--- src/rtl/ttc_pkg.sv ---
// Shared constants and carrier types for the timer trigger control block.
// Assumes one clock that stands for the carrier, so one cycle is one fc period.
package ttc_pkg;

  // Register offsets on the plain register port
  localparam logic [7:0] TTC_ADDR_NRT_HI = 8'h10;
  localparam logic [7:0] TTC_ADDR_NRT_LO = 8'h11;
  localparam logic [7:0] TTC_ADDR_CTRL = 8'h12;
  localparam logic [7:0] TTC_ADDR_GPT_HI = 8'h13;
  localparam logic [7:0] TTC_ADDR_GPT_LO = 8'h14;
  localparam logic [7:0] TTC_ADDR_IRQ_STATUS = 8'h20;
  localparam logic [7:0] TTC_ADDR_IRQ_MASK = 8'h21;
  localparam logic [7:0] TTC_ADDR_STATE = 8'h22;

  // Values after reset
  localparam logic [7:0] TTC_RST_CTRL = 8'h00;
  localparam logic [7:0] TTC_RST_TIMEOUT = 8'h00;
  localparam logic [7:0] TTC_RST_IRQ = 8'h00;

  // Trigger select codes; 3'h4 to 3'h7 are reserved and add nothing
  localparam logic [2:0] TTC_TRIG_NONE = 3'h0;
  localparam logic [2:0] TTC_TRIG_RX_END = 3'h1;
  localparam logic [2:0] TTC_TRIG_RX_START = 3'h2;
  localparam logic [2:0] TTC_TRIG_TX_END = 3'h3;

  // Step sizes in carrier periods
  localparam logic [12:0] TTC_GPT_STEP = 13'h0008;
  localparam logic [12:0] TTC_MRT_STEP_FINE = 13'h0040;
  localparam logic [12:0] TTC_MRT_STEP_COARSE = 13'h0200;
  localparam logic [12:0] TTC_NRT_STEP_FINE = 13'h0040;
  localparam logic [12:0] TTC_NRT_STEP_COARSE = 13'h1000;

  // Interrupt status bit positions
  localparam int TTC_IRQ_GPT = 0;
  localparam int TTC_IRQ_NRT = 1;

  // Control register layout, bit 7 first
  typedef struct packed {
    logic [2:0] trig_sel;
    logic rsvd;
    logic mrt_coarse;
    logic nrt_peer_start;
    logic nrt_compliance;
    logic nrt_coarse;
  } ttc_ctrl_t;

  // Protocol events, each a one-cycle pulse from same-clock logic
  typedef struct packed {
    logic rx_end;
    logic rx_start;
    logic tx_end;
    logic peer_field_on;
  } ttc_events_t;

  // No-response timer sequencing
  typedef enum logic [1:0] {
    NRT_IDLE,
    NRT_ARMED,
    NRT_RUN
  } ttc_nrt_state_t;

endpackage

--- src/rtl/ttc_step_div.sv ---
// Step divider: one-cycle tick every ratio_i cycles while enabled.
// Assumes restart_i aligns the first tick exactly ratio_i cycles later.
`timescale 1ns/100ps
module ttc_step_div
  import ttc_pkg::*;
(
  input wire logic clk_i,
  input wire logic rstn_i,
  input wire logic restart_i,
  input wire logic enable_i,
  input wire logic [12:0] ratio_i,
  output logic tick_o
);

  logic [12:0] count;

  // Tick on the last cycle of each step
  assign tick_o = enable_i && !restart_i && (count == ratio_i - 13'h0001);

  // Phase counter, cleared by a restart so steps line up with the start event
  always_ff @(posedge clk_i or negedge rstn_i) begin
    if (!rstn_i) begin
      count <= 13'h0000;
    end else if (restart_i || !enable_i || tick_o) begin
      count <= 13'h0000;
    end else begin
      count <= count + 13'h0001;
    end
  end

endmodule

--- src/rtl/ttc_down_count.sv ---
// 16-bit one-shot down counter driven by step ticks.
// Assumes load_i and stop_i are one-cycle pulses; load wins over stop.
`timescale 1ns/100ps
module ttc_down_count
  import ttc_pkg::*;
(
  input wire logic clk_i,
  input wire logic rstn_i,
  input wire logic load_i,
  input wire logic [15:0] value_i,
  input wire logic stop_i,
  input wire logic tick_i,
  output logic running_o,
  output logic expire_o
);

  logic [15:0] count;

  // A zero value never starts; reload restarts a running count
  always_ff @(posedge clk_i or negedge rstn_i) begin
    if (!rstn_i) begin
      count <= 16'h0000;
      running_o <= 1'b0;
      expire_o <= 1'b0;
    end else begin
      expire_o <= 1'b0;
      if (load_i) begin
        count <= value_i;
        running_o <= (value_i != 16'h0000);
      end else if (stop_i) begin
        running_o <= 1'b0;
      end else if (running_o && tick_i) begin
        count <= count - 16'h0001;
        if (count == 16'h0001) begin
          running_o <= 1'b0;
          expire_o <= 1'b1;
        end
      end
    end
  end

endmodule

--- src/rtl/ttc_timer_trigger.sv ---
// Timer trigger control: register file, general purpose timer, no-response
// timer sequencing, step rates for the mask-receive timer, and interrupts.
// Assumes all event and command inputs are one-cycle pulses on clk_i, and
// that clk_i stands for the carrier so a step of N/fc is N cycles.
//
// Implementation choice: the address-and-strobe port.
`timescale 1ns/100ps

module ttc_timer_trigger
  import ttc_pkg::*;
(
  input wire logic clk_i,
  input wire logic rstn_i,
  input wire logic [7:0] addr_i,
  input wire logic [7:0] wdata_i,
  input wire logic we_i,
  input wire logic re_i,
  input wire logic cmd_start_gpt_i,
  input wire logic cmd_start_nrt_i,
  input wire ttc_events_t ev_i,
  input wire logic active_peer_mode_i,
  output logic [7:0] rdata_o,
  output logic irq_o,
  output logic field_off_o,
  output logic nrt_timeout_o,
  output logic mrt_tick_o,
  output logic gpt_running_o,
  output logic nrt_running_o,
  output logic nrt_compliance_o
);

  // Extra trigger decode, used only by the general timer start logic
  function automatic logic ttc_trig_hit(input logic [2:0] sel, input ttc_events_t ev);
    logic hit;
    hit = 1'b0;
    case (sel)
      TTC_TRIG_NONE: hit = 1'b0;
      TTC_TRIG_RX_END: hit = ev.rx_end;
      TTC_TRIG_RX_START: hit = ev.rx_start;
      TTC_TRIG_TX_END: hit = ev.tx_end;
      default: hit = 1'b0;
    endcase
    return hit;
  endfunction

  // Register storage
  ttc_ctrl_t ctrl;
  logic [7:0] gpt_hi;
  logic [7:0] gpt_lo;
  logic [7:0] nrt_hi;
  logic [7:0] nrt_lo;
  logic [7:0] irq_status;
  logic [7:0] irq_mask;

  // Internal wiring
  logic peer_tx_mode;
  logic gpt_start;
  logic gpt_tick;
  logic gpt_run;
  logic gpt_expire;
  logic own_field_off;
  logic nrt_load;
  logic nrt_stop;
  logic nrt_tick;
  logic nrt_run;
  logic nrt_expire;
  logic mrt_tick;
  logic [12:0] nrt_ratio;
  logic [12:0] mrt_ratio;
  logic [7:0] irq_set;
  logic [7:0] irq_clr;
  logic [7:0] next_rdata;
  ttc_nrt_state_t nrt_state;
  ttc_nrt_state_t next_nrt_state;

  // Peer-to-peer mode with end-of-transmit trigger changes field and NRT handling
  assign peer_tx_mode = active_peer_mode_i && (ctrl.trig_sel == TTC_TRIG_TX_END);

  // ---- Register writes ----

  // Control register keeps all eight bits, reserved bit 4 included
  always_ff @(posedge clk_i or negedge rstn_i) begin
    if (!rstn_i) begin
      ctrl <= ttc_ctrl_t'(TTC_RST_CTRL);
    end else if (we_i && addr_i == TTC_ADDR_CTRL) begin
      ctrl <= ttc_ctrl_t'(wdata_i);
    end
  end

  // General purpose timeout bytes
  always_ff @(posedge clk_i or negedge rstn_i) begin
    if (!rstn_i) begin
      gpt_hi <= TTC_RST_TIMEOUT;
      gpt_lo <= TTC_RST_TIMEOUT;
    end else if (we_i) begin
      if (addr_i == TTC_ADDR_GPT_HI) begin
        gpt_hi <= wdata_i;
      end
      if (addr_i == TTC_ADDR_GPT_LO) begin
        gpt_lo <= wdata_i;
      end
    end
  end

  // No-response timeout bytes
  always_ff @(posedge clk_i or negedge rstn_i) begin
    if (!rstn_i) begin
      nrt_hi <= TTC_RST_TIMEOUT;
      nrt_lo <= TTC_RST_TIMEOUT;
    end else if (we_i) begin
      if (addr_i == TTC_ADDR_NRT_HI) begin
        nrt_hi <= wdata_i;
      end
      if (addr_i == TTC_ADDR_NRT_LO) begin
        nrt_lo <= wdata_i;
      end
    end
  end

  // Interrupt mask, a one lets the matching status bit reach irq_o
  always_ff @(posedge clk_i or negedge rstn_i) begin
    if (!rstn_i) begin
      irq_mask <= TTC_RST_IRQ;
    end else if (we_i && addr_i == TTC_ADDR_IRQ_MASK) begin
      irq_mask <= wdata_i;
    end
  end

  // ---- General purpose timer ----

  // Host command starts it unless the timeout is zero; the selected event may start it as well
  assign gpt_start = cmd_start_gpt_i || ttc_trig_hit(ctrl.trig_sel, ev_i);

  // Steps of 8 carrier periods, phase reset on every start
  ttc_step_div u_gpt_div (
    .clk_i(clk_i),
    .rstn_i(rstn_i),
    .restart_i(gpt_start),
    .enable_i(gpt_run),
    .ratio_i(TTC_GPT_STEP),
    .tick_o(gpt_tick)
  );

  // Reload on each start so a running count restarts from the full value
  ttc_down_count u_gpt_cnt (
    .clk_i(clk_i),
    .rstn_i(rstn_i),
    .load_i(gpt_start),
    .value_i({gpt_hi, gpt_lo}),
    .stop_i(1'b0),
    .tick_i(gpt_tick),
    .running_o(gpt_run),
    .expire_o(gpt_expire)
  );

  // Expiry in peer transmit mode switches our field off
  assign own_field_off = gpt_expire && peer_tx_mode;

  // ---- No-response timer sequencing ----

  // A detected response ends the wait; a new start still takes priority
  // Limitation: any start of receive counts as a response, even a frame that later fails
  assign nrt_stop = ev_i.rx_start;

  // Start sources depend on mode and the start-condition bit
  always_comb begin
    next_nrt_state = nrt_state;
    nrt_load = 1'b0;
    case (nrt_state)
      NRT_IDLE, NRT_RUN: begin
        if (cmd_start_nrt_i) begin
          nrt_load = 1'b1;
        end else if (ev_i.tx_end && peer_tx_mode) begin
          next_nrt_state = NRT_ARMED;
        end else if (ev_i.tx_end) begin
          nrt_load = 1'b1;
        end else if (nrt_state == NRT_RUN && (nrt_stop || !nrt_run)) begin
          next_nrt_state = NRT_IDLE;
        end
      end
      NRT_ARMED: begin
        if (cmd_start_nrt_i) begin
          nrt_load = 1'b1;
        end else if (ctrl.nrt_peer_start ? ev_i.peer_field_on : own_field_off) begin
          nrt_load = 1'b1;
        end
      end
      default: begin
        next_nrt_state = NRT_IDLE;
      end
    endcase
    if (nrt_load) begin
      next_nrt_state = NRT_RUN;
    end
  end

  // Sequencer state
  always_ff @(posedge clk_i or negedge rstn_i) begin
    if (!rstn_i) begin
      nrt_state <= NRT_IDLE;
    end else begin
      nrt_state <= next_nrt_state;
    end
  end

  // Step of 64 or 4096 carrier periods
  assign nrt_ratio = ctrl.nrt_coarse ? TTC_NRT_STEP_COARSE : TTC_NRT_STEP_FINE;

  ttc_step_div u_nrt_div (
    .clk_i(clk_i),
    .rstn_i(rstn_i),
    .restart_i(nrt_load),
    .enable_i(nrt_run),
    .ratio_i(nrt_ratio),
    .tick_o(nrt_tick)
  );

  // A zero timeout never starts, so it never times out
  ttc_down_count u_nrt_cnt (
    .clk_i(clk_i),
    .rstn_i(rstn_i),
    .load_i(nrt_load),
    .value_i({nrt_hi, nrt_lo}),
    .stop_i(nrt_stop),
    .tick_i(nrt_tick),
    .running_o(nrt_run),
    .expire_o(nrt_expire)
  );

  // ---- Mask-receive step rate ----

  // Step of 64 or 512 carrier periods, aligned to end of transmit
  // Runs free between transmits; only its phase after end of transmit matters
  assign mrt_ratio = ctrl.mrt_coarse ? TTC_MRT_STEP_COARSE : TTC_MRT_STEP_FINE;

  ttc_step_div u_mrt_div (
    .clk_i(clk_i),
    .rstn_i(rstn_i),
    .restart_i(ev_i.tx_end),
    .enable_i(1'b1),
    .ratio_i(mrt_ratio),
    .tick_o(mrt_tick)
  );

  // ---- Interrupts ----

  // Hardware events and software clears; a set in the clearing cycle survives
  always_comb begin
    irq_set = 8'h00;
    irq_set[TTC_IRQ_GPT] = gpt_expire;
    irq_set[TTC_IRQ_NRT] = nrt_expire;
    irq_clr = (we_i && addr_i == TTC_ADDR_IRQ_STATUS) ? wdata_i : 8'h00;
  end

  always_ff @(posedge clk_i or negedge rstn_i) begin
    if (!rstn_i) begin
      irq_status <= TTC_RST_IRQ;
    end else begin
      irq_status <= (irq_status & ~irq_clr) | irq_set;
    end
  end

  // Level output from a flop fed by the next status value, so it moves with the status
  // bit; a mask write still takes one extra cycle to show
  always_ff @(posedge clk_i or negedge rstn_i) begin
    if (!rstn_i) begin
      irq_o <= 1'b0;
    end else begin
      irq_o <= |(((irq_status & ~irq_clr) | irq_set) & irq_mask);
    end
  end

  // ---- Register reads ----

  // Read data stands only in the cycle after the strobe; unmapped reads zero
  always_comb begin
    next_rdata = 8'h00;
    if (re_i) begin
      case (addr_i)
        TTC_ADDR_CTRL: next_rdata = ctrl;
        TTC_ADDR_GPT_HI: next_rdata = gpt_hi;
        TTC_ADDR_GPT_LO: next_rdata = gpt_lo;
        TTC_ADDR_NRT_HI: next_rdata = nrt_hi;
        TTC_ADDR_NRT_LO: next_rdata = nrt_lo;
        TTC_ADDR_IRQ_STATUS: next_rdata = irq_status;
        TTC_ADDR_IRQ_MASK: next_rdata = irq_mask;
        TTC_ADDR_STATE: next_rdata = {5'h00, nrt_state == NRT_ARMED, nrt_run, gpt_run};
        default: next_rdata = 8'h00;
      endcase
    end
  end

  always_ff @(posedge clk_i or negedge rstn_i) begin
    if (!rstn_i) begin
      rdata_o <= 8'h00;
    end else begin
      rdata_o <= next_rdata;
    end
  end

  // ---- Registered outputs ----

  // Field-off and timeout pulses land one cycle after the counter expiry
  always_ff @(posedge clk_i or negedge rstn_i) begin
    if (!rstn_i) begin
      field_off_o <= 1'b0;
      nrt_timeout_o <= 1'b0;
      mrt_tick_o <= 1'b0;
    end else begin
      field_off_o <= own_field_off;
      nrt_timeout_o <= nrt_expire;
      mrt_tick_o <= mrt_tick;
    end
  end

  // Status levels; compliance mode is only signalled, the timer ignores it
  always_ff @(posedge clk_i or negedge rstn_i) begin
    if (!rstn_i) begin
      gpt_running_o <= 1'b0;
      nrt_running_o <= 1'b0;
      nrt_compliance_o <= 1'b0;
    end else begin
      gpt_running_o <= gpt_run;
      nrt_running_o <= nrt_run;
      nrt_compliance_o <= ctrl.nrt_compliance;
    end
  end

endmodule

--- config.mk ---
export PLATFORM = sky130hd
export DESIGN_NAME = ttc_timer_trigger
export DESIGN_NICKNAME = d
export VERILOG_FILES = /design/src/rtl/ttc_pkg.sv /design/src/rtl/ttc_step_div.sv /design/src/rtl/ttc_down_count.sv /design/src/rtl/ttc_timer_trigger.sv
export SDC_FILE = /design/constraint.sdc
export NUM_CORES = 1
export LEC_CHECK = 0
export BUFFER_PORTS_ARGS = -buffer_cell sky130_fd_sc_hd__buf_2
export CAP_MARGIN = 10
export CORE_MARGIN = 10
export CORE_UTILIZATION = 40
export DETAILED_ROUTE_END_ITERATION = 10
export GPL_TIMING_DRIVEN = 0
export SLEW_MARGIN = 25
export SYNTH_ARGS = -nofsm -noshare
export SYNTH_HDL_FRONTEND = slang
export SYNTH_SLANG_ARGS = --single-unit
--- constraint.sdc ---
create_clock -name clk_i -period 4.3 [get_ports clk_i]
set_input_delay 0.215 -clock clk_i [delete_from_list [all_inputs] [get_ports clk_i]]
set_output_delay 0.215 -clock clk_i [all_outputs]
set_load 0.02 [all_outputs]
==> qor.csv, run 1 <==
stage,metric,value,unit
floorplan,die span in y,154,um
finish,"most common cell after layout, fill and taps aside",sky130_fd_sc_hd__dfrtp_1,
logic_synthesis,area fraction in compound gates after synthesis,0.0934,
sta,final setup violating endpoints,0,
finish,Non-Filler Instances,982,
detailed_routing,Vias/cell,5.60,
placement,number of input and output port buffers inserted,36,
finish,fraction of final layout cells with drive strength greater than 1,0.189,
sta,smallest hold slack,0.0772,ns
global_route,GRT Resource Usage Total,0.154,
sta,period utilisation layout,0.593,
setup_path,worst setup slack for register-to-register paths,1.75,ns
setup_path,data arrival time at the worst-slack endpoint,2.90,ns
setup_path,kind of launch point of the worst setup path,register,
sta,endpoints failing hold,0,
finish,Post-layout nets,773,
clocking,post-CTS clock slew at the launch and capture registers of the worst setup and hold paths,0.06,ns
finish,most frequent cells in the layout,"sky130_fd_sc_hd__dfrtp_1 (148), sky130_fd_sc_hd__nor2_1 (70), sky130_fd_sc_hd__mux2_2 (51)",
floorplan,number of rows in the core area,49,
logic_synthesis,count of flip-flops with a built-in enable after synthesis,0,
setup_path,master of the slowest instance on the critical path,sky130_fd_sc_hd__a311oi_2,
clocking,number of sinks driven by the clock tree,148,
global_route,number of antenna violations at the first check in global routing,1,
setup_path,Worst R2R End,u_gpt_div.count[7],
setup_path,crit path to,u_gpt_div.count[7],
placement,last weighted congestion value of the routability-driven placer,0.855,
logic_synthesis,synth warn,0,
power_and_ir_drop,leakage power summed over all cells,3.68,nW
logic_synthesis,synthesized area per cell,10.6,um2
setup_path,Worst setup startpoint,ctrl[6],
sta,maximum operating frequency,392,MHz
logic_synthesis,"share of synthesized cell area in and, or, nand and nor gates",0.201,
logic_synthesis,main combinational cell family by area after synthesis,simple AND/OR/NAND/NOR gates,
logic_synthesis,area share of the leading cell type in the synthesized netlist,0.514,
clocking,maximum clock insertion buffer count,2,
sta,Final Skew,0.00589,ns
sta,number of max-slew violations in the final report,0,
global_route,global-route wire length before repair,29.8,mm
floorplan,Die ar.,23800,um2
sta,final critical-path required period,2.55,ns
logic_synthesis,area of the mapped netlist,7210,um2
detailed_routing,count of vias placed by the detailed router,5498,
logic_synthesis,number of cells produced by synthesis,682,
clocking,CTS Root Cell,sky130_fd_sc_hd__clkbuf_16,
global_route,maximum number of pins on one net before global-route repair,85,
run,maximum capacitance violations,0,
logic_synthesis,cell types occupying the most area after synthesis,"sky130_fd_sc_hd__dfrtp_1 (51%), sky130_fd_sc_hd__mux2_2 (8.0%), sky130_fd_sc_hd__xor2_1 (3.9%)",
power_and_ir_drop,worst vdd rail ir drop,0.000339,V
setup_path,number of cells on the worst reg-to-reg path,5,
setup_path,Worst R2R Start,ctrl[6],
logic_synthesis,"share of synthesized cell area in full adder, half adder and majority cells",0.0122,
logic_synthesis,xor and xnor area share after synthesis,0.0705,
setup_path,type of the worst setup path,register to register,
clocking,number of clock buffers inserted by TritonCTS,17,
setup_path,crit end category,register,
clocking,CTS resizes,0,
setup_path,"Cell Chain, Critical Path",mux2_2 > a311oi_2 > nand3_1 > clkbuf_1 > nor2_1,
detailed_routing,final routed wire length divided by cell count,18.4,um
sta,worst-margin pin slew,0.860,ns
setup_path,required time of the critical path,4.65,ns
floorplan,io pins,42,
worst_hold_path,path class of the lowest-slack min-delay path,input pin to register,
power_and_ir_drop,total power,3.35,mW
floorplan,placeable core region,17800,um2
setup_path,highest net fanout along the worst path,10,
detailed_routing,Routed WL,18.1,mm
detailed_routing,count of TritonRoute iterations in the first routing pass,6,
global_route,vias in the first global route,5604,
logic_synthesis,multiplexer fraction of the synthesized cell area,0.0838,
placement,placed cell count,948,
detailed_routing,count of routing violations after the opening detailed-route iteration,380,
setup_path,delay contributed by the slowest stage of the critical path,0.77,ns
floorplan,horizontal die dimension,154,um
outcome,run status,"finished, final reports clean",
sta,sum of negative setup slack,0,ns
detailed_routing,Antenna Violating Nets Remaining,0,
global_route,overflow left after global routing,0,
clocking,Clock Latency Late Sink,0.43,ns
placement,placed wire-length estimate,13.3,mm
floorplan,Initial Util,0.404,
finish,number of fill cells,1635,
finish,core occupancy in the finished layout,0.468,
logic_synthesis,sequential area share after synthesis,0.514,
logic_synthesis,synthesis-stage register bit count,148,
sta,Max-slew headroom,0.427,
sta,setup repair after global routing missed its margin,false,
clocking,maximum level of the CTS H-tree,4,
logic_synthesis,async set-reset flop share out of synthesis,1.00,
clocking,CTS tree,yes,
logic_synthesis,cell taking the most area after synthesis,sky130_fd_sc_hd__dfrtp_1,
detailed_routing,Residual DRC,0,
logic_synthesis,Main synth FF type,sky130_fd_sc_hd__dfrtp_1,
finish,relative area change from synthesis to final layout,15.8,%
logic_synthesis,count of different cell masters after synthesis,60,
power_and_ir_drop,total power divided by cell area,401,nW/um2
logic_synthesis,syn_nets,716,
[worst max-delay path: cells and delay by family (launching register included)]
kind,cells,cell delay (ns)
AO/OA/AOI/OAI,1,0.77
flip-flops,1,0.53
AND/OR/NAND/NOR,2,0.48
multiplexers,1,0.39
buffers and inverters,1,0.31
[layer usage]
layer,routed length (um),GRT usage,up-vias
li1,-,-,2584
met1,7810,0.185,2777
met2,9130,0.261,120
met3,952,0.0494,17
met4,211,0.0378,0
met5,0,0,-
[cell type report]
class                           count  area (um2)  area share
Sequential cell                   148        3700       0.444
Multi-Input combinational cell    490        3320       0.398
Clock buffer                       20         467      0.0559
Tap cell                          229         287      0.0343
Timing Repair Buffer               38         228      0.0273
Clock inverter                     12         153      0.0183
Buffer                             25         109      0.0130
Inverter                           19        71.3     0.00855
Antenna cell                        1        2.50    0.000300
[worst min-delay path by stage]
stage / slack, ns / cells past startpoint / from / to
2_1_floorplan: -0.08 / 0 / rstn_i / ctrl[0]
3_3_place_gp: 0.40 / 0 / ctrl[1] / nrt_compliance_o
3_5_place_dp: 0.20 / 1 / rstn_i / u_gpt_div.count[8]
4_1_cts: 0.06 / 2 / ev_i[1] / mrt_tick_o
5_1_grt: 0.06 / 2 / ev_i[1] / mrt_tick_o
6_report: 0.08 / 2 / ev_i[1] / mrt_tick_o
[sequential cells by signal, summed over array words and instances (netlist names), 2 cells and up]
signal	cells
rdata_o	8
u_gpt_div.count	13
u_nrt_div.count	13
u_gpt_cnt.count	16
nrt_state	2
gpt_lo	8
u_nrt_cnt.count	16
gpt_hi	8
nrt_lo	8
irq_mask	8
nrt_hi	8
u_mrt_div.count	13
irq_status	8
ctrl	8
[cells in the mapped netlist (3+ instances only)]
master / count
sky130_fd_sc_hd__ha_1: 7
sky130_fd_sc_hd__o21ai_0: 24
sky130_fd_sc_hd__nand3_1: 31
sky130_fd_sc_hd__nand2b_1: 3
sky130_fd_sc_hd__or2_2: 4
sky130_fd_sc_hd__clkbuf_1: 17
sky130_fd_sc_hd__nor2_1: 70
sky130_fd_sc_hd__or3_1: 10
sky130_fd_sc_hd__nand2_1: 47
sky130_fd_sc_hd__nor4b_1: 3
sky130_fd_sc_hd__a21oi_1: 22
sky130_fd_sc_hd__nor3b_1: 3
sky130_fd_sc_hd__and4b_1: 3
sky130_fd_sc_hd__xor2_1: 32
sky130_fd_sc_hd__nor4_1: 23
sky130_fd_sc_hd__o31ai_1: 3
sky130_fd_sc_hd__nand4b_1: 3
sky130_fd_sc_hd__or4_1: 4
sky130_fd_sc_hd__buf_2: 6
sky130_fd_sc_hd__a22oi_1: 9
sky130_fd_sc_hd__o22ai_1: 3
sky130_fd_sc_hd__dfrtp_1: 148
sky130_fd_sc_hd__mux2i_1: 3
sky130_fd_sc_hd__a31oi_1: 16
sky130_fd_sc_hd__and4_1: 4
sky130_fd_sc_hd__nor3_1: 18
sky130_fd_sc_hd__nand3b_1: 3
sky130_fd_sc_hd__inv_1: 19
sky130_fd_sc_hd__a22o_1: 5
sky130_fd_sc_hd__nand4_1: 12
sky130_fd_sc_hd__and3_1: 10
sky130_fd_sc_hd__a221oi_1: 6
sky130_fd_sc_hd__xnor2_1: 26
sky130_fd_sc_hd__nor4bb_1: 4
sky130_fd_sc_hd__mux2_2: 51
[where the power goes]
| group | total, mW | switching, mW | leakage (nW) | internal [mW] |
|---|---|---|---|---|
| Sequential | 1.53 | 0.0716 | 1.98 | 1.46 |
| Clock | 1.54 | 0.583 | 0.294 | 0.957 |
| Combinational | 0.279 | 0.174 | 1.41 | 0.105 |
| Total | 3.35 | 0.828 | 3.68 | 2.52 |
[kinds of logic (layout without fill, tap and decap cells)]
logic type                 Yosys count  count (layout)
and+or+nand+nor                    268             268
DFF                                148             148
AOI/OAI and AO/OA                  103             103
xor gates and xnor gates            58              58
muxes                               54              54
buffers and inverters               44             114
adders and majority gates            7               7
other                                0               1
[repair_timing]
action,in CTS,in global routing
hold buffers,1,0
buffers inserted,0,0
endpoints found under the hold margin,64,0
[stage by stage]
| step | instance area (um2) | setup slack [ns] |
|---|---|---|
| CTS | 8340 | 1.75 |
| detailed placement | 7710 | 1.76 |
| finish | 8340 | 1.75 |
| floorplan | 7210 | 2.27 |
| global route | 8340 | 1.56 |
| global placement | 7670 | 0.983 |
Note: power is estimated with default switching activity, not from simulation.
==> inputs of run 2 (changes only) <==
==> constraint.sdc (replaced) <==
create_clock -name clk_i -period 2.05 [get_ports clk_i]
set_input_delay 0.1025 -clock clk_i [delete_from_list [all_inputs] [get_ports clk_i]]
set_output_delay 0.1025 -clock clk_i [all_outputs]
set_load 0.02 [all_outputs]
==> qor.csv, run 2 (synthesis gave the netlist of run 1 again) <==
stage,metric,value,unit
clocking,maximum level of the CTS H-tree,4,
setup_path,crit-path leading delay family,simple AND/OR/NAND/NOR gates,
finish,Post-layout nets,780,
detailed_routing,Routed WL,18.4,mm
setup_path,master of the slowest instance on the critical path,sky130_fd_sc_hd__dfrtp_1,
setup_path,required time of the critical path,2.38,ns
global_route,overflow left after global routing,0,
floorplan,io pins,42,
sta,Max-slew headroom,0.393,
run,maximum capacitance violations,0,
sta,sum of negative setup slack,0,ns
setup_path,stages on the worst setup path,6,
global_route,vias in the first global route,5644,
global_route,maximum number of pins on one net before global-route repair,85,
finish,Largest regs,"u_gpt_cnt.count (16), u_nrt_cnt.count (16)",
power_and_ir_drop,power share of the clock group,0.456,
finish,fraction of final layout cells with drive strength greater than 1,0.240,
floorplan,Die ar.,23800,um2
placement,last weighted congestion value of the routability-driven placer,0.855,
global_route,number of antenna violations at the first check in global routing,1,
setup_path,data arrival time at the worst-slack endpoint,2.31,ns
placement,placed wire-length estimate,13.3,mm
detailed_routing,Vias/cell,5.67,
finish,Non-Filler Instances,989,
global_route,GRT Resource Usage Total,0.155,
setup_path,number of cells on the worst reg-to-reg path,6,
sta,final setup violating endpoints,0,
sta,maximum operating frequency,507,MHz
setup_path,"Buf+Inv Stages, Crit Path",1,
detailed_routing,Residual DRC,0,
power_and_ir_drop,portion of total power attributed to combinational logic,0.089,
sta,setup repair after global routing missed its margin,true,
power_and_ir_drop,power share of the sequential group,0.455,
worst_hold_path,path class of the lowest-slack min-delay path,input pin to register,
power_and_ir_drop,worst vdd rail ir drop,0.000714,V
sta,final critical-path required period,1.97,ns
detailed_routing,count of vias placed by the detailed router,5611,
clocking,post-CTS clock slew at the launch and capture registers of the worst setup and hold paths,0.06,ns
power_and_ir_drop,net switching share of the total power,0.248,
placement,number of input and output port buffers inserted,36,
clocking,CTS Root Cell,sky130_fd_sc_hd__clkbuf_16,
floorplan,horizontal die dimension,154,um
placement,placed cell count,948,
detailed_routing,count of routing violations after the opening detailed-route iteration,359,
floorplan,number of rows in the core area,49,
clocking,number of sinks driven by the clock tree,148,
setup_path,type of the worst setup path,register to register,
sta,period utilisation layout,0.962,
sta,Final Skew,0.00753,ns
setup_path,highest net fanout along the worst path,6,
clocking,Clock Latency Late Sink,0.42,ns
sta,endpoints failing hold,0,
clocking,maximum clock insertion buffer count,2,
power_and_ir_drop,leakage power summed over all cells,3.78,nW
clocking,number of clock buffers inserted by TritonCTS,17,
sta,number of max-slew violations in the final report,0,
detailed_routing,Antenna Violating Nets Remaining,0,
power_and_ir_drop,total power divided by cell area,816,nW/um2
setup_path,delay contributed by the slowest stage of the critical path,0.44,ns
power_and_ir_drop,P_int,5.31,mW
finish,"most common cell after layout, fill and taps aside",sky130_fd_sc_hd__dfrtp_1,
finish,relative area change from synthesis to final layout,20.2,%
setup_path,kind of launch point of the worst setup path,register,
global_route,global-route wire length before repair,30.0,mm
setup_path,crit end category,register,
clocking,CTS tree,yes,
worst_hold_path,Worst Hold Depth,2,
finish,most frequent cells in the layout,"sky130_fd_sc_hd__dfrtp_1 (145), sky130_fd_sc_hd__nor2_1 (70), sky130_fd_sc_hd__mux2_2 (51)",
detailed_routing,count of TritonRoute iterations in the first routing pass,5,
outcome,run status,"finished, final reports clean",
floorplan,die span in y,154,um
power_and_ir_drop,switching pwr,1.75,mW
setup_path,"Cell Chain, Critical Path",nor4_4 > and4_1 > buf_6 > nand3_4 > or4_4 > a31oi_1,
detailed_routing,final routed wire length divided by cell count,18.6,um
floorplan,Initial Util,0.404,
floorplan,placeable core region,17800,um2
sta,worst-margin pin slew,0.904,ns
[run 2: cell count changes in the layout (fill, tap and decap cells not counted), moves of 3 or more]
cell,delta
sky130_fd_sc_hd__dfrtp_1,-3
sky130_fd_sc_hd__dfrtp_2,+3
sky130_fd_sc_hd__nor4_1,-9
sky130_fd_sc_hd__nand3_1,-3
sky130_fd_sc_hd__nor4_2,+6
sky130_fd_sc_hd__buf_4,+6
sky130_fd_sc_hd__nor4_4,+3
sky130_fd_sc_hd__clkbuf_2,+6
sky130_fd_sc_hd__dlygate4sd3_1,+3
sky130_fd_sc_hd__buf_2,-3
sky130_fd_sc_hd__clkbuf_1,-8
[run 2: worst reg2reg max path: cells and delay by family (launching register included)]
family | cells | cell delay (ns)
AOI/OAI and AO/OA | 1 | 0.15
and+or+nand+nor | 4 | 1.15
buffers and inverters | 1 | 0.15
DFF | 1 | 0.44
[run 2: area by class of cell]
class / instances / area (um2)
repair buffers: 47 / 315
multi-input cells: 490 / 3530
flip-flops and latches: 148 / 3710
inverters: 19 / 71.3
diodes: 1 / 2.50
clock inverters: 12 / 153
clock buffers: 20 / 467
fillers: 1598 / 9180
plain buffers: 23 / 128
well taps: 229 / 287
[run 2: power groups by stage]
stage | Clock (mW) | Combinational [mW] | Sequential (mW)
final | 3.22 | 0.627 | 3.22
after global placement | 0 | 0.565 | 3.25
after global routing | 3.42 | 0.701 | 3.23
after CTS | 3.28 | 0.611 | 3.21
after floorplan | 0 | 0.340 | 3.22
after detailed placement | 0 | 0.585 | 3.25
[run 2: path summary, 6_finish.rpt]
check | from | slack, ns | to
min reg2reg | ctrl[1] | 0.42 | nrt_compliance_o
min | wdata_i[7] | 0.01 | irq_status[7]
max reg2reg | u_gpt_div.count[10] | 0.08 | u_gpt_cnt.count[8]
max | u_gpt_div.count[10] | 0.08 | u_gpt_cnt.count[8]
min in group asynchronous | rstn_i | 0.22 | u_gpt_div.count[8]
max in group asynchronous | rstn_i | 1.04 | ctrl[5]
[run 2: per-stage QoR]
step	total power [mW]	utilization	hold slack (ns)	worst slack (ns)	area, um2
after floorplan	3.56	-	-0.193	0.0176	7210
after global placement	3.81	0.430	0.394	-1.15	7670
after detailed placement	3.84	0.432	0.0834	-0.493	7710
after CTS	7.10	0.477	0.00499	0.00131	8500
after global routing	7.35	0.485	0.0271	-0.0477	8660
final	7.07	0.486	0.0126	0.0776	8660
[run 2: per-layer routing]
| layer | up-vias | wire length [um] | track usage |
|---|---|---|---|
| met5 | - | 0 | 0 |
| met4 | 0 | 192 | 0.0378 |
| met3 | 15 | 889 | 0.0452 |
| met2 | 125 | 9490 | 0.264 |
| met1 | 2860 | 7830 | 0.189 |
| li1 | 2611 | - | - |
[run 2: timing repair]
action / 4_1_cts / 5_1_grt
pin swaps: 4 / 8
gates resized for setup: 18 / 39
hold endpoints to repair: 67 / 0
setup endpoints to repair: 59 / 48
buffers inserted: 3 / 3
hold buffers: 4 / 0
==> inputs of run 3 (changes only) <==
==> constraint.sdc (replaced) <==
create_clock -name clk_i -period 2.3 [get_ports clk_i]
set_input_delay 0.115 -clock clk_i [delete_from_list [all_inputs] [get_ports clk_i]]
set_output_delay 0.115 -clock clk_i [all_outputs]
set_load 0.02 [all_outputs]
==> qor.csv, run 3 (synthesis gave the netlist of run 1 again) <==
stage,metric,value,unit
outcome,run status,"finished, final reports clean",
finish,Largest regs,"u_gpt_cnt.count (16), u_nrt_cnt.count (16)",
detailed_routing,Vias/cell,5.64,
clocking,number of clock buffers inserted by TritonCTS,17,
detailed_routing,Routed WL,18.2,mm
finish,fraction of final layout cells with drive strength greater than 1,0.200,
finish,most frequent cells in the layout,"sky130_fd_sc_hd__dfrtp_1 (148), sky130_fd_sc_hd__nor2_1 (70), sky130_fd_sc_hd__mux2_2 (51)",
clocking,Clock Latency Late Sink,0.43,ns
sta,number of max-slew violations in the final report,0,
detailed_routing,final routed wire length divided by cell count,18.5,um
global_route,number of antenna violations at the first check in global routing,1,
clocking,CTS Root Cell,sky130_fd_sc_hd__clkbuf_16,
clocking,CTS tree,yes,
sta,Max-slew headroom,0.452,
placement,Place WS,-0.243,ns
setup_path,delay contributed by the slowest stage of the critical path,0.44,ns
power_and_ir_drop,worst vdd rail ir drop,0.000631,V
power_and_ir_drop,total power divided by cell area,742,nW/um2
global_route,GRT Resource Usage Total,0.154,
sta,final setup violating endpoints,0,
floorplan,Initial Util,0.404,
detailed_routing,count of routing violations after the opening detailed-route iteration,407,
global_route,maximum number of pins on one net before global-route repair,85,
floorplan,io pins,42,
sta,worst-margin pin slew,0.815,ns
floorplan,Die ar.,23800,um2
setup_path,highest net fanout along the worst path,7,
floorplan,horizontal die dimension,154,um
sta,Final Skew,0.00867,ns
setup_path,crit-path leading delay family,simple AND/OR/NAND/NOR gates,
sta,final critical-path required period,2.13,ns
setup_path,data arrival time at the worst-slack endpoint,2.47,ns
finish,Post-layout nets,776,
setup_path,"Buf+Inv Stages, Crit Path",0,
clocking,maximum clock insertion buffer count,2,
detailed_routing,count of vias placed by the detailed router,5559,
sta,endpoints failing hold,0,
global_route,vias in the first global route,5634,
sta,post-layout worst setup margin,0.170,ns
clocking,post-CTS clock slew at the launch and capture registers of the worst setup and hold paths,0.06,ns
setup_path,"Cell Chain, Critical Path",nor4_1 > o2bb2a_1 > nor4_2 > mux2_2 > o21ai_0,
global_route,global-route wire length before repair,29.8,mm
setup_path,crit end category,register,
setup_path,master of the slowest instance on the critical path,sky130_fd_sc_hd__dfrtp_1,
sta,maximum operating frequency,469,MHz
global_route,overflow left after global routing,0,
clocking,maximum level of the CTS H-tree,4,
setup_path,required time of the critical path,2.64,ns
floorplan,number of rows in the core area,49,
placement,placed wire-length estimate,13.3,mm
setup_path,type of the worst setup path,register to register,
detailed_routing,count of TritonRoute iterations in the first routing pass,6,
sta,period utilisation layout,0.926,
finish,Non-Filler Instances,985,
power_and_ir_drop,leakage power summed over all cells,3.71,nW
sta,sum of negative setup slack,0,ns
sta,setup repair after global routing missed its margin,false,
setup_path,kind of launch point of the worst setup path,register,
floorplan,placeable core region,17800,um2
finish,relative area change from synthesis to final layout,17.2,%
floorplan,die span in y,154,um
detailed_routing,Residual DRC,0,
detailed_routing,Antenna Violating Nets Remaining,0,
placement,last weighted congestion value of the routability-driven placer,0.855,
placement,number of input and output port buffers inserted,36,
worst_hold_path,path class of the lowest-slack min-delay path,input pin to register,
placement,placed cell count,948,
clocking,number of sinks driven by the clock tree,148,
finish,"most common cell after layout, fill and taps aside",sky130_fd_sc_hd__dfrtp_1,
run,maximum capacitance violations,0,
[run 3: cell type report]
cell class | count | area, um2
Sequential cell | 148 | 3700
Inverter | 19 | 71.3
Clock inverter | 12 | 153
Buffer | 24 | 110
Tap cell | 229 | 287
Timing Repair Buffer | 42 | 275
Fill cell | 1632 | 9390
Clock buffer | 20 | 467
Multi-Input combinational cell | 490 | 3380
Antenna cell | 1 | 2.50
[run 3: per-layer routing]
layer | global-route usage | part of all wire | up-vias
met4 | 0.0378 | 0.012 | 0
met1 | 0.186 | 0.43 | 2799
met3 | 0.0452 | 0.053 | 15
li1 | - | - | 2594
met2 | 0.264 | 0.51 | 151
met5 | 0 | 0 | -
[run 3: path summary, 6_finish.rpt]
kind	slack, ns	depth (start not counted)	start	endpoint
worst max-delay path	0.17	5	u_nrt_div.count[8]	u_nrt_cnt.count[1]
worst min-delay path	0.01	2	wdata_i[7]	irq_status[7]
worst max register to register	0.17	5	u_nrt_div.count[8]	u_nrt_cnt.count[1]
worst min register to register	0.42	0	ctrl[1]	nrt_compliance_o
max in group asynchronous	1.29	3	rstn_i	nrt_timeout_o
min in group asynchronous	0.23	2	rstn_i	u_gpt_div.count[8]
[run 3: repair_timing]
item | in CTS | in global routing
setup buffers | 2 | 0
resized for setup | 4 | 7
hold buffers | 3 | 0
pin swaps | 1 | 1
endpoints found under the hold margin | 66 | 0
setup endpoints to repair | 27 | 15
[run 3: metrics by stage]
step,power (mW),area [um2],hold slack [ns],utilization
6_report,6.27,8450,0.0137,0.474
4_1_cts,6.31,8420,0.00423,0.472
2_1_floorplan,3.17,7210,-0.181,-
3_3_place_gp,3.40,7670,0.397,0.430
3_5_place_dp,3.42,7710,0.0959,0.432
5_1_grt,6.52,8450,0.0267,0.474
[run 3: worst reg2reg max path: stages (launching register included)]
cell	delay (ns)
sky130_fd_sc_hd__dfrtp_1	0.44
sky130_fd_sc_hd__nor4_1	0.28
sky130_fd_sc_hd__o2bb2a_1	0.36
sky130_fd_sc_hd__nor4_2	0.44
sky130_fd_sc_hd__mux2_2	0.38
sky130_fd_sc_hd__o21ai_0	0.15
[run 3: report_power, final]
part / leakage, nW / internal, mW / switching [mW]
logic: 1.43 / 0.206 / 0.327
registers: 1.98 / 2.72 / 0.136
clock network: 0.294 / 1.79 / 1.09
